## config.mk

```make
export PLATFORM = sky130hd
export DESIGN_NAME = clock_power_reset_control
export DESIGN_NICKNAME = d
export VERILOG_FILES = /design/src/hdl/clk_pwr_pkg.sv /design/src/hdl/clock_power_reset_control.sv /design/src/hdl/machine_cycle_timer.sv
export SDC_FILE = /design/constraint.sdc
export NUM_CORES = 1
export LEC_CHECK = 0
export ABC_AREA = 1
export BUFFER_PORTS_ARGS = -buffer_cell sky130_fd_sc_hd__buf_4
export CORE_AREA = 2 2 88 90
export DETAILED_ROUTE_END_ITERATION = 8
export DIE_AREA = 0 0 90 92
export GPL_ROUTABILITY_DRIVEN = 0
export PLACE_DENSITY = 0.72
export SETUP_SLACK_MARGIN = 0.3
export SLEW_MARGIN = 20
export SYNTH_ARGS = -nofsm -noshare
export SYNTH_HDL_FRONTEND = slang
export SYNTH_SLANG_ARGS = --single-unit
```

## constraint.sdc

```tcl
create_clock -name sys_clk_in -period 2.1 [get_ports sys_clk_in]
set_clock_uncertainty 0.15 [all_clocks]
set_input_delay 0.21 -clock sys_clk_in [delete_from_list [all_inputs] [get_ports sys_clk_in]]
set_output_delay 0.21 -clock sys_clk_in [all_outputs]
set_load 0.02 [all_outputs]
```

## src/hdl/clk_pwr_pkg.sv

```systemverilog
// Shared constants and types for the clock, power and reset controller
package clk_pwr_pkg;
  // Clock divide codes, clocks per machine cycle
  localparam logic [1:0] DIV_RSVD = 2'h0;
  localparam logic [1:0] DIV_4    = 2'h1;
  localparam logic [1:0] DIV_64   = 2'h2;
  localparam logic [1:0] DIV_1024 = 2'h3;
  localparam logic [1:0] DIV_RST  = DIV_4;
  localparam int CPC_4    = 4;
  localparam int CPC_64   = 64;
  localparam int CPC_1024 = 1024;
  localparam int CPC_W    = 10;
  // Watchdog reset delay after the timeout flag, in clocks
  localparam int WDT_DELAY_CLKS = 512;
  localparam int WDT_W          = 10;
  // Reset hold and extension, in machine cycles
  localparam logic [1:0] RST_EXT_CYCLES = 2'h2;
  localparam logic [1:0] WDT_HOLD_CYCLES = 2'h2;
  // Crystal warm-up default, in clocks
  localparam int XTAL_WARM_CLKS = 1024;
  // Power states
  typedef enum logic [1:0] {
    ST_RUN,
    ST_PDOWN,
    ST_WAKE
  } pwr_state_type;
endpackage

```

## src/hdl/clock_power_reset_control.sv

```systemverilog
// Clock divider, oscillator select, power-down and reset control
// Operation
// - Divide code 01 gives 4, 10 gives 64, 11 gives 1024; 00 reserved.
// - New divide or source selection applies one machine cycle after write.
// - Slow rates are entered only from divide-by-4; slow to slow refused.
// - Source select bit picks crystal or internal RC oscillator.
// - Crystal amplifier disabled when crystal-off set and RC is source.
// - Status bit shows which oscillator drives the system clock.
// - Crystal-ready flag sets once the crystal has warmed up.
// - Selecting crystal while crystal-ready is 0 is refused.
// - Switchback forces divide-by-4 on serial activity or taken interrupt.
// - Receive switchback on start-bit falling edge, only if receive enabled.
// - Transmit switchback when a byte is written to the transmit buffer.
// - Switchback does not depend on serial interrupt flags.
// - Divide writes ignored during serial transfer while switchback enabled.
// - Watchdog, power-on or external reset forces divide-by-4.
// - Power-down bit write stops all clocks after that instruction.
// - In power-down strobes driven low; port 0 floats if memory external.
// - High reset pin ends power-down and restarts from address zero.
// - Enabled level-mode low interrupt pin wakes power-down into its handler.
// - RC-wake select leaves power-down on RC, then moves to crystal.
// - Reset pin sampled at fourth state; pin held high two cycles.
// - Reset held while pin high and two machine cycles after release.
// - Watchdog reset fires 512 clocks after timeout, held two cycles.
`timescale 1ns/1ns
module clock_power_reset_control
  import clk_pwr_pkg::*;
#(
  parameter int XTAL_WARM = XTAL_WARM_CLKS,  // Crystal warm-up clocks
  parameter int IRQ_N     = 2                // External interrupt pins
) (
  input  wire logic             sys_clk_in,    // System clock
  input  wire logic             rst_in,        // Power-on reset
  input  wire logic             rst_pin_in,    // External reset pin
  input  wire logic             div_wr_in,     // Divide field write
  input  wire logic [1:0]       div_sel_in,    // Divide field value
  input  wire logic             switchback_enable_in, // Switchback on
  input  wire logic             src_wr_in,     // Source select write
  input  wire logic             clock_source_select_in, // 1 crystal
  input  wire logic             crystal_amp_off_in, // Crystal off
  input  wire logic             rc_wake_select_in, // Wake on RC
  input  wire logic             serial_rx_en_in, // Receive enabled
  input  wire logic             serial_rx_in,  // Receive line
  input  wire logic             sbuf_wr_in,    // Transmit buffer write
  input  wire logic             serial_busy_in, // Transfer running
  input  wire logic             irq_ack_in,    // Ext interrupt taken
  input  wire logic             irq_blocked_in, // Ack blocked
  input  wire logic [IRQ_N-1:0] ext_irq_n_in,  // Interrupt pins
  input  wire logic [IRQ_N-1:0] irq_enable_in, // Per-pin enables
  input  wire logic [IRQ_N-1:0] irq_level_in,  // Level detect mode
  input  wire logic             global_irq_enable_in, // Global enable
  input  wire logic             ext_prog_mem_in, // External program
  input  wire logic             power_down_wr_in, // Power-down write
  input  wire logic             wdt_rst_en_in, // Watchdog reset on
  input  wire logic             wdt_timeout_in, // Timeout flag set
  input  wire logic             wdt_clear_in,  // Watchdog cleared
  output logic [1:0]            div_code_out,  // Active divide code
  output logic                  machine_tick_out, // Cycle end
  output logic                  fourth_state_out, // Fourth state
  output logic                  rc_active_status_out, // RC running
  output logic                  crystal_ready_flag_out, // Warm
  output logic                  crystal_amp_en_out, // Amp enabled
  output logic                  clocks_run_out, // Core clocks on
  output logic                  strobes_low_out, // Strobes held low
  output logic                  port0_float_out, // Port 0 floats
  output logic                  sys_reset_out, // Internal reset
  output logic                  restart_zero_out, // Run from zero
  output logic                  wake_irq_out   // Resume to handler
);
  localparam int WARM_W = $clog2(XTAL_WARM + 1);

  pwr_state_type    state_reg;
  pwr_state_type    state_next;
  logic [1:0]       div_reg;
  logic [1:0]       div_pend_reg;
  logic             div_pend_valid_reg;
  logic             src_pend_reg;
  logic             src_pend_valid_reg;
  logic             rc_active_reg;
  logic             auto_xtal_reg;
  logic [WARM_W-1:0] warm_reg;
  logic             ready_reg;
  logic             rx_prev_reg;
  logic             ext_hold_reg;
  logic [1:0]       ext_cnt_reg;
  logic             wdt_arm_reg;
  logic [WDT_W-1:0] wdt_cnt_reg;
  logic [1:0]       wdt_hold_reg;
  logic             reset_reg;
  logic             tick;
  logic             fourth;
  logic             run;
  logic             amp_en;
  logic             sb_trig;
  logic             div_ok;
  logic             wake_req;
  logic             wdt_fire;
  logic             reset_next;
  logic             rst_any;

  assign run     = (state_reg == ST_RUN);
  assign rst_any = rst_in || reset_reg;

  machine_cycle_timer u_timer (
    .sys_clk_in (sys_clk_in),
    .rst_in     (rst_in),
    .run_in     (run),
    .div_in     (div_reg),
    .tick_out   (tick),
    .fourth_out (fourth)
  );

  // Switchback triggers, blind to serial interrupt flags
  assign sb_trig = switchback_enable_in &&
                   ((serial_rx_en_in && rx_prev_reg &&
                     !serial_rx_in) ||
                    sbuf_wr_in ||
                    (irq_ack_in && !irq_blocked_in &&
                     global_irq_enable_in));

  // Divide write legality
  assign div_ok = !(switchback_enable_in && serial_busy_in) &&
                  (div_sel_in != DIV_RSVD) &&
                  (div_sel_in == DIV_4 || div_reg == DIV_4);

  // Receive line history for start-bit edge
  always_ff @(posedge sys_clk_in) begin
    if (rst_in) begin
      rx_prev_reg <= 1'b1;
    end else begin
      rx_prev_reg <= serial_rx_in;
    end
  end

  // Clock divide field with one-cycle deferred update
  always_ff @(posedge sys_clk_in) begin
    if (rst_any) begin
      div_reg            <= DIV_RST;
      div_pend_reg       <= DIV_RST;
      div_pend_valid_reg <= 1'b0;
    end else if (sb_trig) begin
      div_reg            <= DIV_4;
      div_pend_valid_reg <= 1'b0;
    end else if (tick && div_pend_valid_reg) begin
      div_reg            <= div_pend_reg;
      div_pend_valid_reg <= 1'b0;
    end else if (div_wr_in && div_ok && run) begin
      div_pend_reg       <= div_sel_in;
      div_pend_valid_reg <= 1'b1;
    end
  end

  // Crystal amplifier: off in power-down or when crystal-off is set and RC is the source
  assign amp_en = (state_reg != ST_PDOWN) &&
                  !(crystal_amp_off_in && rc_active_reg);

  // Crystal warm-up tracking
  always_ff @(posedge sys_clk_in) begin
    if (rst_in || !amp_en) begin
      warm_reg  <= '0;
      ready_reg <= 1'b0;
    end else if (warm_reg == WARM_W'(XTAL_WARM - 1)) begin
      ready_reg <= 1'b1;
    end else begin
      warm_reg  <= warm_reg + WARM_W'(1);
    end
  end

  // Clock source selection, deferred one machine cycle
  always_ff @(posedge sys_clk_in) begin
    if (rst_any) begin
      src_pend_reg       <= 1'b1;
      src_pend_valid_reg <= 1'b0;
      rc_active_reg      <= 1'b0;
      auto_xtal_reg      <= 1'b0;
    end else if (state_reg != ST_RUN && state_next == ST_RUN &&
                 rc_wake_select_in) begin
      rc_active_reg      <= 1'b1;
      auto_xtal_reg      <= 1'b1;
      src_pend_valid_reg <= 1'b0;
    end else if (auto_xtal_reg && ready_reg) begin
      rc_active_reg      <= 1'b0;
      auto_xtal_reg      <= 1'b0;
    end else if (tick && src_pend_valid_reg) begin
      rc_active_reg      <= !src_pend_reg;
      src_pend_valid_reg <= 1'b0;
    end else if (src_wr_in && run &&
                 (!clock_source_select_in || ready_reg)) begin
      src_pend_reg       <= clock_source_select_in;
      src_pend_valid_reg <= 1'b1;
    end
  end

  // Level-mode wake request from enabled interrupt pins
  assign wake_req = global_irq_enable_in &&
                    |(~ext_irq_n_in & irq_enable_in & irq_level_in);

  // Power state transitions
  always_comb begin
    state_next = state_reg;
    case (state_reg)
      ST_RUN: begin
        if (power_down_wr_in && !rst_any) begin
          state_next = ST_PDOWN;
        end
      end
      ST_PDOWN: begin
        if (rst_pin_in) begin
          state_next = ST_RUN;
        end else if (wake_req) begin
          state_next = rc_wake_select_in ? ST_RUN : ST_WAKE;
        end
      end
      ST_WAKE: begin
        if (ready_reg || rst_pin_in) begin
          state_next = ST_RUN;
        end
      end
      default: state_next = ST_RUN;
    endcase
  end

  always_ff @(posedge sys_clk_in) begin
    if (rst_in) begin
      state_reg <= ST_RUN;
    end else begin
      state_reg <= state_next;
    end
  end

  // External reset: fourth-state sampling, two-cycle extension
  always_ff @(posedge sys_clk_in) begin
    if (rst_in) begin
      ext_hold_reg <= 1'b0;
      ext_cnt_reg  <= '0;
    end else if (rst_pin_in && (fourth || state_reg != ST_RUN)) begin
      ext_hold_reg <= 1'b1;
      ext_cnt_reg  <= RST_EXT_CYCLES;
    end else if (ext_hold_reg && tick) begin
      if (ext_cnt_reg == 2'h1) begin
        ext_hold_reg <= 1'b0;
      end
      ext_cnt_reg  <= ext_cnt_reg - 2'h1;
    end
  end

  // Watchdog reset delay and hold; no effect while clocks stopped
  assign wdt_fire = wdt_arm_reg &&
                    (wdt_cnt_reg == WDT_W'(WDT_DELAY_CLKS - 1));

  always_ff @(posedge sys_clk_in) begin
    if (rst_in || !run || wdt_clear_in) begin
      wdt_arm_reg <= 1'b0;
      wdt_cnt_reg <= '0;
    end else if (wdt_timeout_in && wdt_rst_en_in && !wdt_arm_reg) begin
      wdt_arm_reg <= 1'b1;
      wdt_cnt_reg <= '0;
    end else if (wdt_fire) begin
      wdt_arm_reg <= 1'b0;
    end else if (wdt_arm_reg) begin
      wdt_cnt_reg <= wdt_cnt_reg + WDT_W'(1);
    end
  end

  always_ff @(posedge sys_clk_in) begin
    if (rst_in) begin
      wdt_hold_reg <= '0;
    end else if (wdt_fire) begin
      wdt_hold_reg <= WDT_HOLD_CYCLES;
    end else if (wdt_hold_reg != 2'h0 && tick) begin
      wdt_hold_reg <= wdt_hold_reg - 2'h1;
    end
  end

  // Combined internal reset
  assign reset_next = rst_in || ext_hold_reg || rst_pin_in &&
                      state_reg != ST_RUN || wdt_fire ||
                      wdt_hold_reg != 2'h0;

  always_ff @(posedge sys_clk_in) begin
    if (rst_in) begin
      reset_reg        <= 1'b1;
      restart_zero_out <= 1'b0;
    end else begin
      reset_reg        <= reset_next;
      restart_zero_out <= reset_reg && !reset_next;
    end
  end

  // Registered outputs
  always_ff @(posedge sys_clk_in) begin
    if (rst_in) begin
      div_code_out           <= DIV_RST;
      machine_tick_out       <= 1'b0;
      fourth_state_out       <= 1'b0;
      rc_active_status_out   <= 1'b0;
      crystal_ready_flag_out <= 1'b0;
      crystal_amp_en_out     <= 1'b1;
      clocks_run_out         <= 1'b1;
      strobes_low_out        <= 1'b0;
      port0_float_out        <= 1'b0;
      sys_reset_out          <= 1'b1;
      wake_irq_out           <= 1'b0;
    end else begin
      div_code_out           <= div_reg;
      machine_tick_out       <= tick;
      fourth_state_out       <= fourth;
      rc_active_status_out   <= rc_active_reg;
      crystal_ready_flag_out <= ready_reg;
      crystal_amp_en_out     <= amp_en;
      clocks_run_out         <= run;
      strobes_low_out        <= !run;
      port0_float_out        <= !run && ext_prog_mem_in;
      sys_reset_out          <= reset_reg;
      wake_irq_out           <= state_reg != ST_RUN &&
                                state_next == ST_RUN &&
                                !rst_pin_in;
    end
  end

  // Checks
  AST_DIV_NEVER_RSVD: assert property (@(posedge sys_clk_in)
    disable iff (rst_in) div_reg != DIV_RSVD)
    else $error("reserved divide code active");

  AST_NO_SLOW_TO_SLOW: assert property (@(posedge sys_clk_in)
    disable iff (rst_in)
    ($past(div_reg) != DIV_4 && div_reg != $past(div_reg))
    |-> div_reg == DIV_4)
    else $error("direct move between slow rates");

  AST_DEFER_ONE_CYCLE: assert property (@(posedge sys_clk_in)
    disable iff (rst_any)
    (div_wr_in && div_ok && run && !sb_trig &&
     !div_pend_valid_reg && !tick && div_sel_in != div_reg)
    |=> div_reg == $past(div_reg))
    else $error("divide change applied before cycle end");

  AST_SWITCHBACK: assert property (@(posedge sys_clk_in)
    disable iff (rst_any) sb_trig |=> div_reg == DIV_4)
    else $error("switchback did not force divide by 4");

  AST_RESET_DIV4: assert property (@(posedge sys_clk_in)
    reset_reg |=> div_reg == DIV_4)
    else $error("reset did not restore divide by 4");

  AST_XTAL_NEEDS_READY: assert property (@(posedge sys_clk_in)
    disable iff (rst_any)
    $fell(rc_active_reg) |-> $past(ready_reg))
    else $error("crystal selected before ready");

  AST_AMP_OFF: assert property (@(posedge sys_clk_in)
    disable iff (rst_in)
    (crystal_amp_off_in && rc_active_reg) |-> !amp_en)
    else $error("crystal amplifier left on");

  AST_PD_STROBES: assert property (@(posedge sys_clk_in)
    disable iff (rst_in)
    (state_reg == ST_PDOWN) |=> strobes_low_out)
    else $error("strobes not low in power-down");

  AST_PD_EXIT_RST: assert property (@(posedge sys_clk_in)
    disable iff (rst_in)
    (state_reg == ST_PDOWN && rst_pin_in)
    |=> state_reg == ST_RUN ##1 reset_reg)
    else $error("reset pin did not end power-down");

  // Clocks since arming, counted apart from the watchdog counter
  logic [WDT_W:0] wdt_age_reg;
  always_ff @(posedge sys_clk_in) begin
    if (rst_in || !run || wdt_clear_in || wdt_fire) begin
      wdt_age_reg <= '0;
    end else if (wdt_timeout_in && wdt_rst_en_in && !wdt_arm_reg) begin
      wdt_age_reg <= (WDT_W+1)'(1);
    end else if (wdt_age_reg != '0) begin
      wdt_age_reg <= wdt_age_reg + (WDT_W+1)'(1);
    end
  end

  AST_WDT_512: assert property (@(posedge sys_clk_in)
    disable iff (rst_in)
    (wdt_age_reg == (WDT_W+1)'(WDT_DELAY_CLKS)) == wdt_fire)
    else $error("watchdog reset not 512 clocks after timeout");

  AST_EXT_EXTEND: assert property (@(posedge sys_clk_in)
    disable iff (rst_in)
    $fell(rst_pin_in) && ext_hold_reg && run |=> reset_reg)
    else $error("external reset released early");

  COV_SLOW_MODE: cover property (@(posedge sys_clk_in)
    div_reg == DIV_1024);
  COV_SWITCHBACK: cover property (@(posedge sys_clk_in)
    sb_trig && div_reg != DIV_4);
  COV_IRQ_WAKE: cover property (@(posedge sys_clk_in)
    state_reg == ST_PDOWN && wake_req);
  COV_WDT_RESET: cover property (@(posedge sys_clk_in) wdt_fire);
endmodule

```

## src/hdl/machine_cycle_timer.sv

```systemverilog
// Machine cycle divider: cycle end tick and fourth-state strobe
`timescale 1ns/1ns
module machine_cycle_timer
  import clk_pwr_pkg::*;
(
  input  wire logic       sys_clk_in,  // System clock
  input  wire logic       rst_in,      // Synchronous reset
  input  wire logic       run_in,      // Clocks running
  input  wire logic [1:0] div_in,      // Clock divide code
  output logic            tick_out,    // Last clock of a machine cycle
  output logic            fourth_out   // Start of fourth state
);
  logic [CPC_W-1:0] cnt_reg;
  logic [CPC_W-1:0] last;
  logic [CPC_W-1:0] c4_at;

  // Cycle length and fourth-state position per divide code
  always_comb begin
    case (div_in)
      DIV_64:   last = CPC_W'(CPC_64 - 1);
      DIV_1024: last = CPC_W'(CPC_1024 - 1);
      default:  last = CPC_W'(CPC_4 - 1);
    endcase
    c4_at = last - (last >> 2);
  end

  // Clock counter within the machine cycle
  always_ff @(posedge sys_clk_in) begin
    if (rst_in || !run_in) begin
      cnt_reg <= '0;
    end else if (cnt_reg >= last) begin
      cnt_reg <= '0;
    end else begin
      cnt_reg <= cnt_reg + CPC_W'(1);
    end
  end

  // Registered strobes, one clock ahead of the counter value
  always_ff @(posedge sys_clk_in) begin
    if (rst_in || !run_in) begin
      tick_out   <= 1'b0;
      fourth_out <= 1'b0;
    end else begin
      tick_out   <= (cnt_reg == last - CPC_W'(1));
      fourth_out <= (cnt_reg + CPC_W'(1) == c4_at);
    end
  end

  AST_TICK_ONE_CLK: assert property (@(posedge sys_clk_in)
    disable iff (rst_in) tick_out |=> !tick_out)
    else $error("machine tick lasted more than one clock");
endmodule

```

Word-level counts from Yosys, hierarchy flattened
Index checks and enable logic that the tools add are counted.

Mux-type cells: 23. Magnitude comparators: 1. Add/subtract/negate cells: 7. Bitwise operators: 9. Multipliers: 0. Shifts and indexed selects: 0. Eq/ne operators: 12. Div/mod/pow operators: 0. Reductions and logical operators: 82.

Operator list (number): 1-bit logical AND (31); 10-bit by 1-bit adder with 10-bit output (second input constant) (2); 10-bit equality test (2); 10-bit one-hot mux with 2 select lines (1); 2-bit 2-to-1 mux (9); 2-bit nonzero test (9); 1-bit logical OR (14); 2-bit OR reduction (7); 1-bit zero test (12); 1-bit 2-to-1 mux (12); 11-bit by 1-bit adder with 11-bit output (second input constant) (1); 11-bit by 10-bit equality test with 1-bit output (second input constant) (1); 10-bit by 9-bit equality test with 1-bit output (second input constant) (1); 10-bit greater-or-equal comparator (1); 10-bit by 1-bit subtractor with 10-bit output (second input constant) (1); 10-bit by 8-bit subtractor with 10-bit output (1); 2-bit by 1-bit equality test with 1-bit output (second input constant) (4); 2-bit equality test (second input constant) (3); 1-bit NOT (6); 2-bit one-hot mux with 3 select lines (1); 2-bit AND reduction (3); 2-bit AND (2); 2-bit zero test (2); 4-bit AND reduction (1); 6 further kinds (7).

Memories: 0. RAM bits: 0. Bits of input ports: 29. Memory bits (read-only): 0. Output and inout port bits: 13. Register bits: 66. Bits in latches: 0.

Logic depth before layout (Yosys ltp)
Depth after elaboration: 13. Mapped depth: 10. Gate-level depth less buffers: 10.

Cells and area by module
A second synthesis with hierarchy kept.

Cells, all modules: 466. Area, all modules: 3289.4 sq um.

Modules (own cells, without submodules): clock_power_reset_control (sequential area each 1081.0 sq um, cells each 323, times used 1, area each 2443.6 sq um); machine_cycle_timer (sequential area each 240.2 sq um, cells each 143, times used 1, area each 845.8 sq um).

Worst setup path before layout
No wires, ideal clock.

Kind: reg-to-reg. Start: register div_reg[1]. End: register u_timer.cnt_reg[0]. Setup slack: 514 ps. Arrival: 1367 ps. Clock period less this slack: 1586 ps. Cell stages (with the launch flop): 7. Library setup time: 69 ps. Cells stage by stage: dfxtp_1 > nand2_1 > ha_1 > a21oi_1 > o21a_1 > nand4_2 > nor2_1.

Word-level cells in the longest chain between the ends: 4. Elaborated cells on any way between the ends: 5. Classes of those cells: 1 x order compare; 2 x eq/ne; 1 x mux; 1 x reduce/logical.

Ends and longest elaborated chain: from (decl) (line clock_power_reset_control.sv:74) `logic [1:0] div_reg;`; from (signal assigned) (line clock_power_reset_control.sv:145) `div_reg <= div_pend_reg;`; 2-bit equality test (line machine_cycle_timer.sv:19) `case (div_in)`; 10-bit one-hot mux with 2 select lines * (line machine_cycle_timer.sv:19); 10-bit greater-or-equal comparator * (line machine_cycle_timer.sv:31) `end else if (cnt_reg >= last) begin`; 2-bit OR reduction (no source line) *; to (signal assigned) (line machine_cycle_timer.sv:34) `cnt_reg <= cnt_reg + CPC_W'(1);`; to (decl) (line machine_cycle_timer.sv:13) `logic [CPC_W-1:0] cnt_reg;`.

Every way passes the cells marked *; elsewhere a longest branch is shown, timed or not. A chain may end at the register's enable or synchronous reset.

Worst setup path in the final report
Start: register div_reg[1]. End: register u_timer.cnt_reg[3].

Same word-level chain as after synthesis.

==> summary.md <==
| Metric | Value |
|---|---|
| Status | finished clean |
| EDFF count, synth | 0 |
| Final ANT Viol Nets | 0 |
| CTS Sinks | 66 |
| Compound-Gate Fraction of Synth Area | 8.83% |
| Final Hold Viols | 0 |
| Initial antenna violation count | 0 |
| Io pins | 42 |
| Seq cells post-synth | 66 |
| Area of the multi-input gates | 0.00175 sq mm |
| Hold depth | 3 |
| HPWL after detailed placement | 5.28 mm |
| Switching power | 696 uW |
| Power per cell area | 651 mW/mm^2 |
| Inserted Diodes | 0 |
| Vias/cell | 4.92 |
| Max_cap viols | 0 |
| Post-Syn Area per Cell | 7.15 sq um |
| Normalized max-slew margin | 71.0% |
| Mapped Area | 0.00323 sq mm |
| Global-route wire length before repair | 12.4 mm |
| Post-synth top flop | dfxtp_1 |
| Post-synth top area cell | dfxtp_1 |
| Max Freq | 0.581 GHz |
| Kind of critical path | flip-flop to flip-flop |
| # fillers | 733 |
| Pre-antenna DRT Iters | 5 |
| CP Data Required Time | 2230 ps |
| Sw Share | 26.1% |
| Net Count, Synth | 495 |
| Final Setup Violations | 0 |
| Max Slew Vio Count | 0 |
| Initial drt markers | 117 |
| Synth top area share | 40.9% |
| Vias | 3083 |
| Clock Pin Slew Worst Setup and Hold Paths | 70 ps |
| Vias in the first global route | 2859 |
| Cell-internal power | 1970 uW |
| Post-route insts no fill | 627 |
| R2r setup slk | 380 ps |
| WHS Endpoint | crystal_amp_en_out |
| Slew @ Worst Pin | 432 ps |
| RSZ-0062 raised after global routing | true |
| Total gr overflow | 0 |
| Dpl cells | 595 |
| Initial Utilization | 43.4% |
| Clk_lat worst skew | 350 ps |
| Worst setup EP type | flip-flop |
| TNS Setup | 0 ps |
| Part of the power in registers | 50.1% |
| Simple-Gate Fraction of Synth Area | 34.2% |
| Worst-path fanout max | 6 |
| Largest net degree at the start of global routing | 12 |
| Post-synth cell types | 38 |
| R2R depth | 6 |
| Area contributors post-synth | dfxtp_1 (41%), nand2_1 (12%), nor2_1 (8.0%) |
| Fraction of layout cells with a size suffix above 1 | 19.0% |
| RR Endpoint | u_timer.cnt_reg[3] |
| Die ar. | 0.00828 sq mm |
| Final nets | 563 |
| H-tree depth | 3 |
| Root Buffer | clkbuf_8 |
| Seq. cell area | 0.00133 sq mm |
| # DRC | 0 |
| Synth warn | 0 |
| Synth Instances | 452 |
| Largest family of logic cells by synthesized area | simple AND/OR/NAND/NOR gates |
| Die height | 92 um |
| Worst Path Arrival | 1850 ps |
| Period utilisation layout | 81.9% |
| Core area | 0.00745 sq mm |
| Final Total Pwr | 2670 uW |
| Clock share of power | 38.5% |
| Worst R2R Start | div_reg[1] |
| I/O Buffers | 41 |
| Hold Startpoint | rst_in |
| Die width | 90 um |
| Combinational share of power | 11.4% |
| Routed wire length | 7.77 mm |
| Sequential fraction of the synthesis area | 40.9% |
| XOR/XNOR Fraction of Synth Area | 2.98% |
| Worst setup SP type | flip-flop |
| Tmin final | 1720 ps |
| Drt wl/cell | 12.4 um |
| Overall Global Routing Usage | 18.6% |
| Async SR Flop Fraction | 0% |
| Rows | 32 |
| Peak supply drop | 0.479 mV |
| Pleak | 0.00178 uW |
| TritonCTS clock tree | built |
| Clock Tree Buf Depth | 2 |
| CTS Buf Count | 9 |
| Mux cell area share after synthesis | 0% |
| Area added between synthesis and finish | 26.9% |
| Synth Area in Adders | 5.42% |
| Hold Crit Class | input pin to flip-flop |
| Largest register FFs | 11 |
## placed cells by master, fill, tap and decap left out, types with 2 or more instances in the layout
cell type / count
a21oi_1: 31
buf_4: 45
clkbuf_8: 9
clkinv_2: 4
dfxtp_1: 63
dfxtp_2: 2
dlygate4sd3_1: 13
ha_1: 10
ha_4: 3
inv_1: 55
inv_2: 7
nand2_1: 106
nand2_2: 3
nand2_4: 3
nand3_1: 34
nand3_2: 2
nand3b_1: 3
nand4_1: 7
nand4_4: 2
nor2_1: 66
nor2_2: 4
nor2_4: 3
nor3_1: 2
nor3_2: 2
nor4_1: 2
o2111ai_1: 2
o21ai_0: 9
o21ai_1: 4
or2_2: 2
xnor2_1: 3
xor2_1: 8
## layer usage
metal / global-route usage (%) / up-vias / share of wire [%]
li1: - / 1589 / -
met1: 22.1 / 1410 / 44
met2: 32.3 / 69 / 51
met3: 4.52 / 15 / 4.2
met4: 7.18 / 0 / 1.6
met5: 0 / - / 0
## worst max-delay path: stages (launching register included)
cell	delay (ps)
dfxtp_4	390
nand2_4	90
ha_1	320
a21oi_1	140
o21a_1	270
nand4_4	170
nor2_1	130
## logic make-up after synthesis
group | count (synthesis)
xor gates and xnor gates | 11
and+or+nand+nor | 244
DFF | 66
AOI/OAI and AO/OA | 52
buffers and inverters | 65
adders and majority gates | 14
## synthesized netlist by cell type, types with 2 or more instances
cell	number
nand2_1	107
nor2_1	69
dfxtp_1	66
inv_1	57
nand3_1	35
a21oi_1	31
ha_1	14
o21ai_0	10
xor2_1	8
nand4_1	7
inv_2	5
nand2_2	3
nand3b_1	3
nor2_4	3
o21ai_1	3
xnor2_1	3
nand2_4	2
nor3_1	2
nor3_2	2
nor4_1	2
o2111ai_1	2
or2_2	2
## worst max path at each step
stage / cells past startpoint / slack [ps] / from / to
after floorplan: 6 / 510 / div_reg[1] / u_timer.cnt_reg[0]
after global placement: 7 / 320 / u_timer.cnt_reg[0] / u_timer.fourth_out
after detailed placement: 6 / 180 / div_reg[1] / u_timer.cnt_reg[6]
after CTS: 7 / 340 / u_timer.cnt_reg[0] / u_timer.fourth_out
after global routing: 8 / 260 / div_reg[1] / u_timer.cnt_reg[3]
final: 6 / 380 / div_reg[1] / u_timer.cnt_reg[3]
## layout make-up
cell class	count	area share, %
Clock buffer	10	3.11
Clock inverter	6	1.40
Inverter	63	5.83
Multi-Input combinational cell	322	42.8
Sequential cell	66	32.4
Tap cell	102	3.11
Timing Repair Buffer	58	11.4
## power groups by stage
stage               clock [uW]  sequential, uW  combinational [uW]
finish                    1030            1340                 305
global route              1110            1340                 339
CTS                       1060            1330                 288
detailed placement           0            1360                 263
global placement             0            1360                 258
floorplan                    0            1360                 149
## repair_timing
action | in CTS | in global routing
setup buffers | 0 | 2
pin swaps | 0 | 3
endpoints found under the setup margin | 10 | 25
gates resized for setup | 4 | 16
endpoints found under the hold margin | 9 | 0
cloned | 0 | 1
hold buffers | 13 | 0
## stage by stage
step	utilization [%]	area, sq um	hold slack [ps]	setup WS, ps
after floorplan	-	3230	129	514
after global placement	49.3	3670	260	319
after detailed placement	49.3	3670	266	179
after CTS	53.7	4000	29.7	337
after global routing	55.1	4100	55.9	263
final	55.1	4100	47.8	379
No activity file was read; power rests on OpenSTA's default activity.
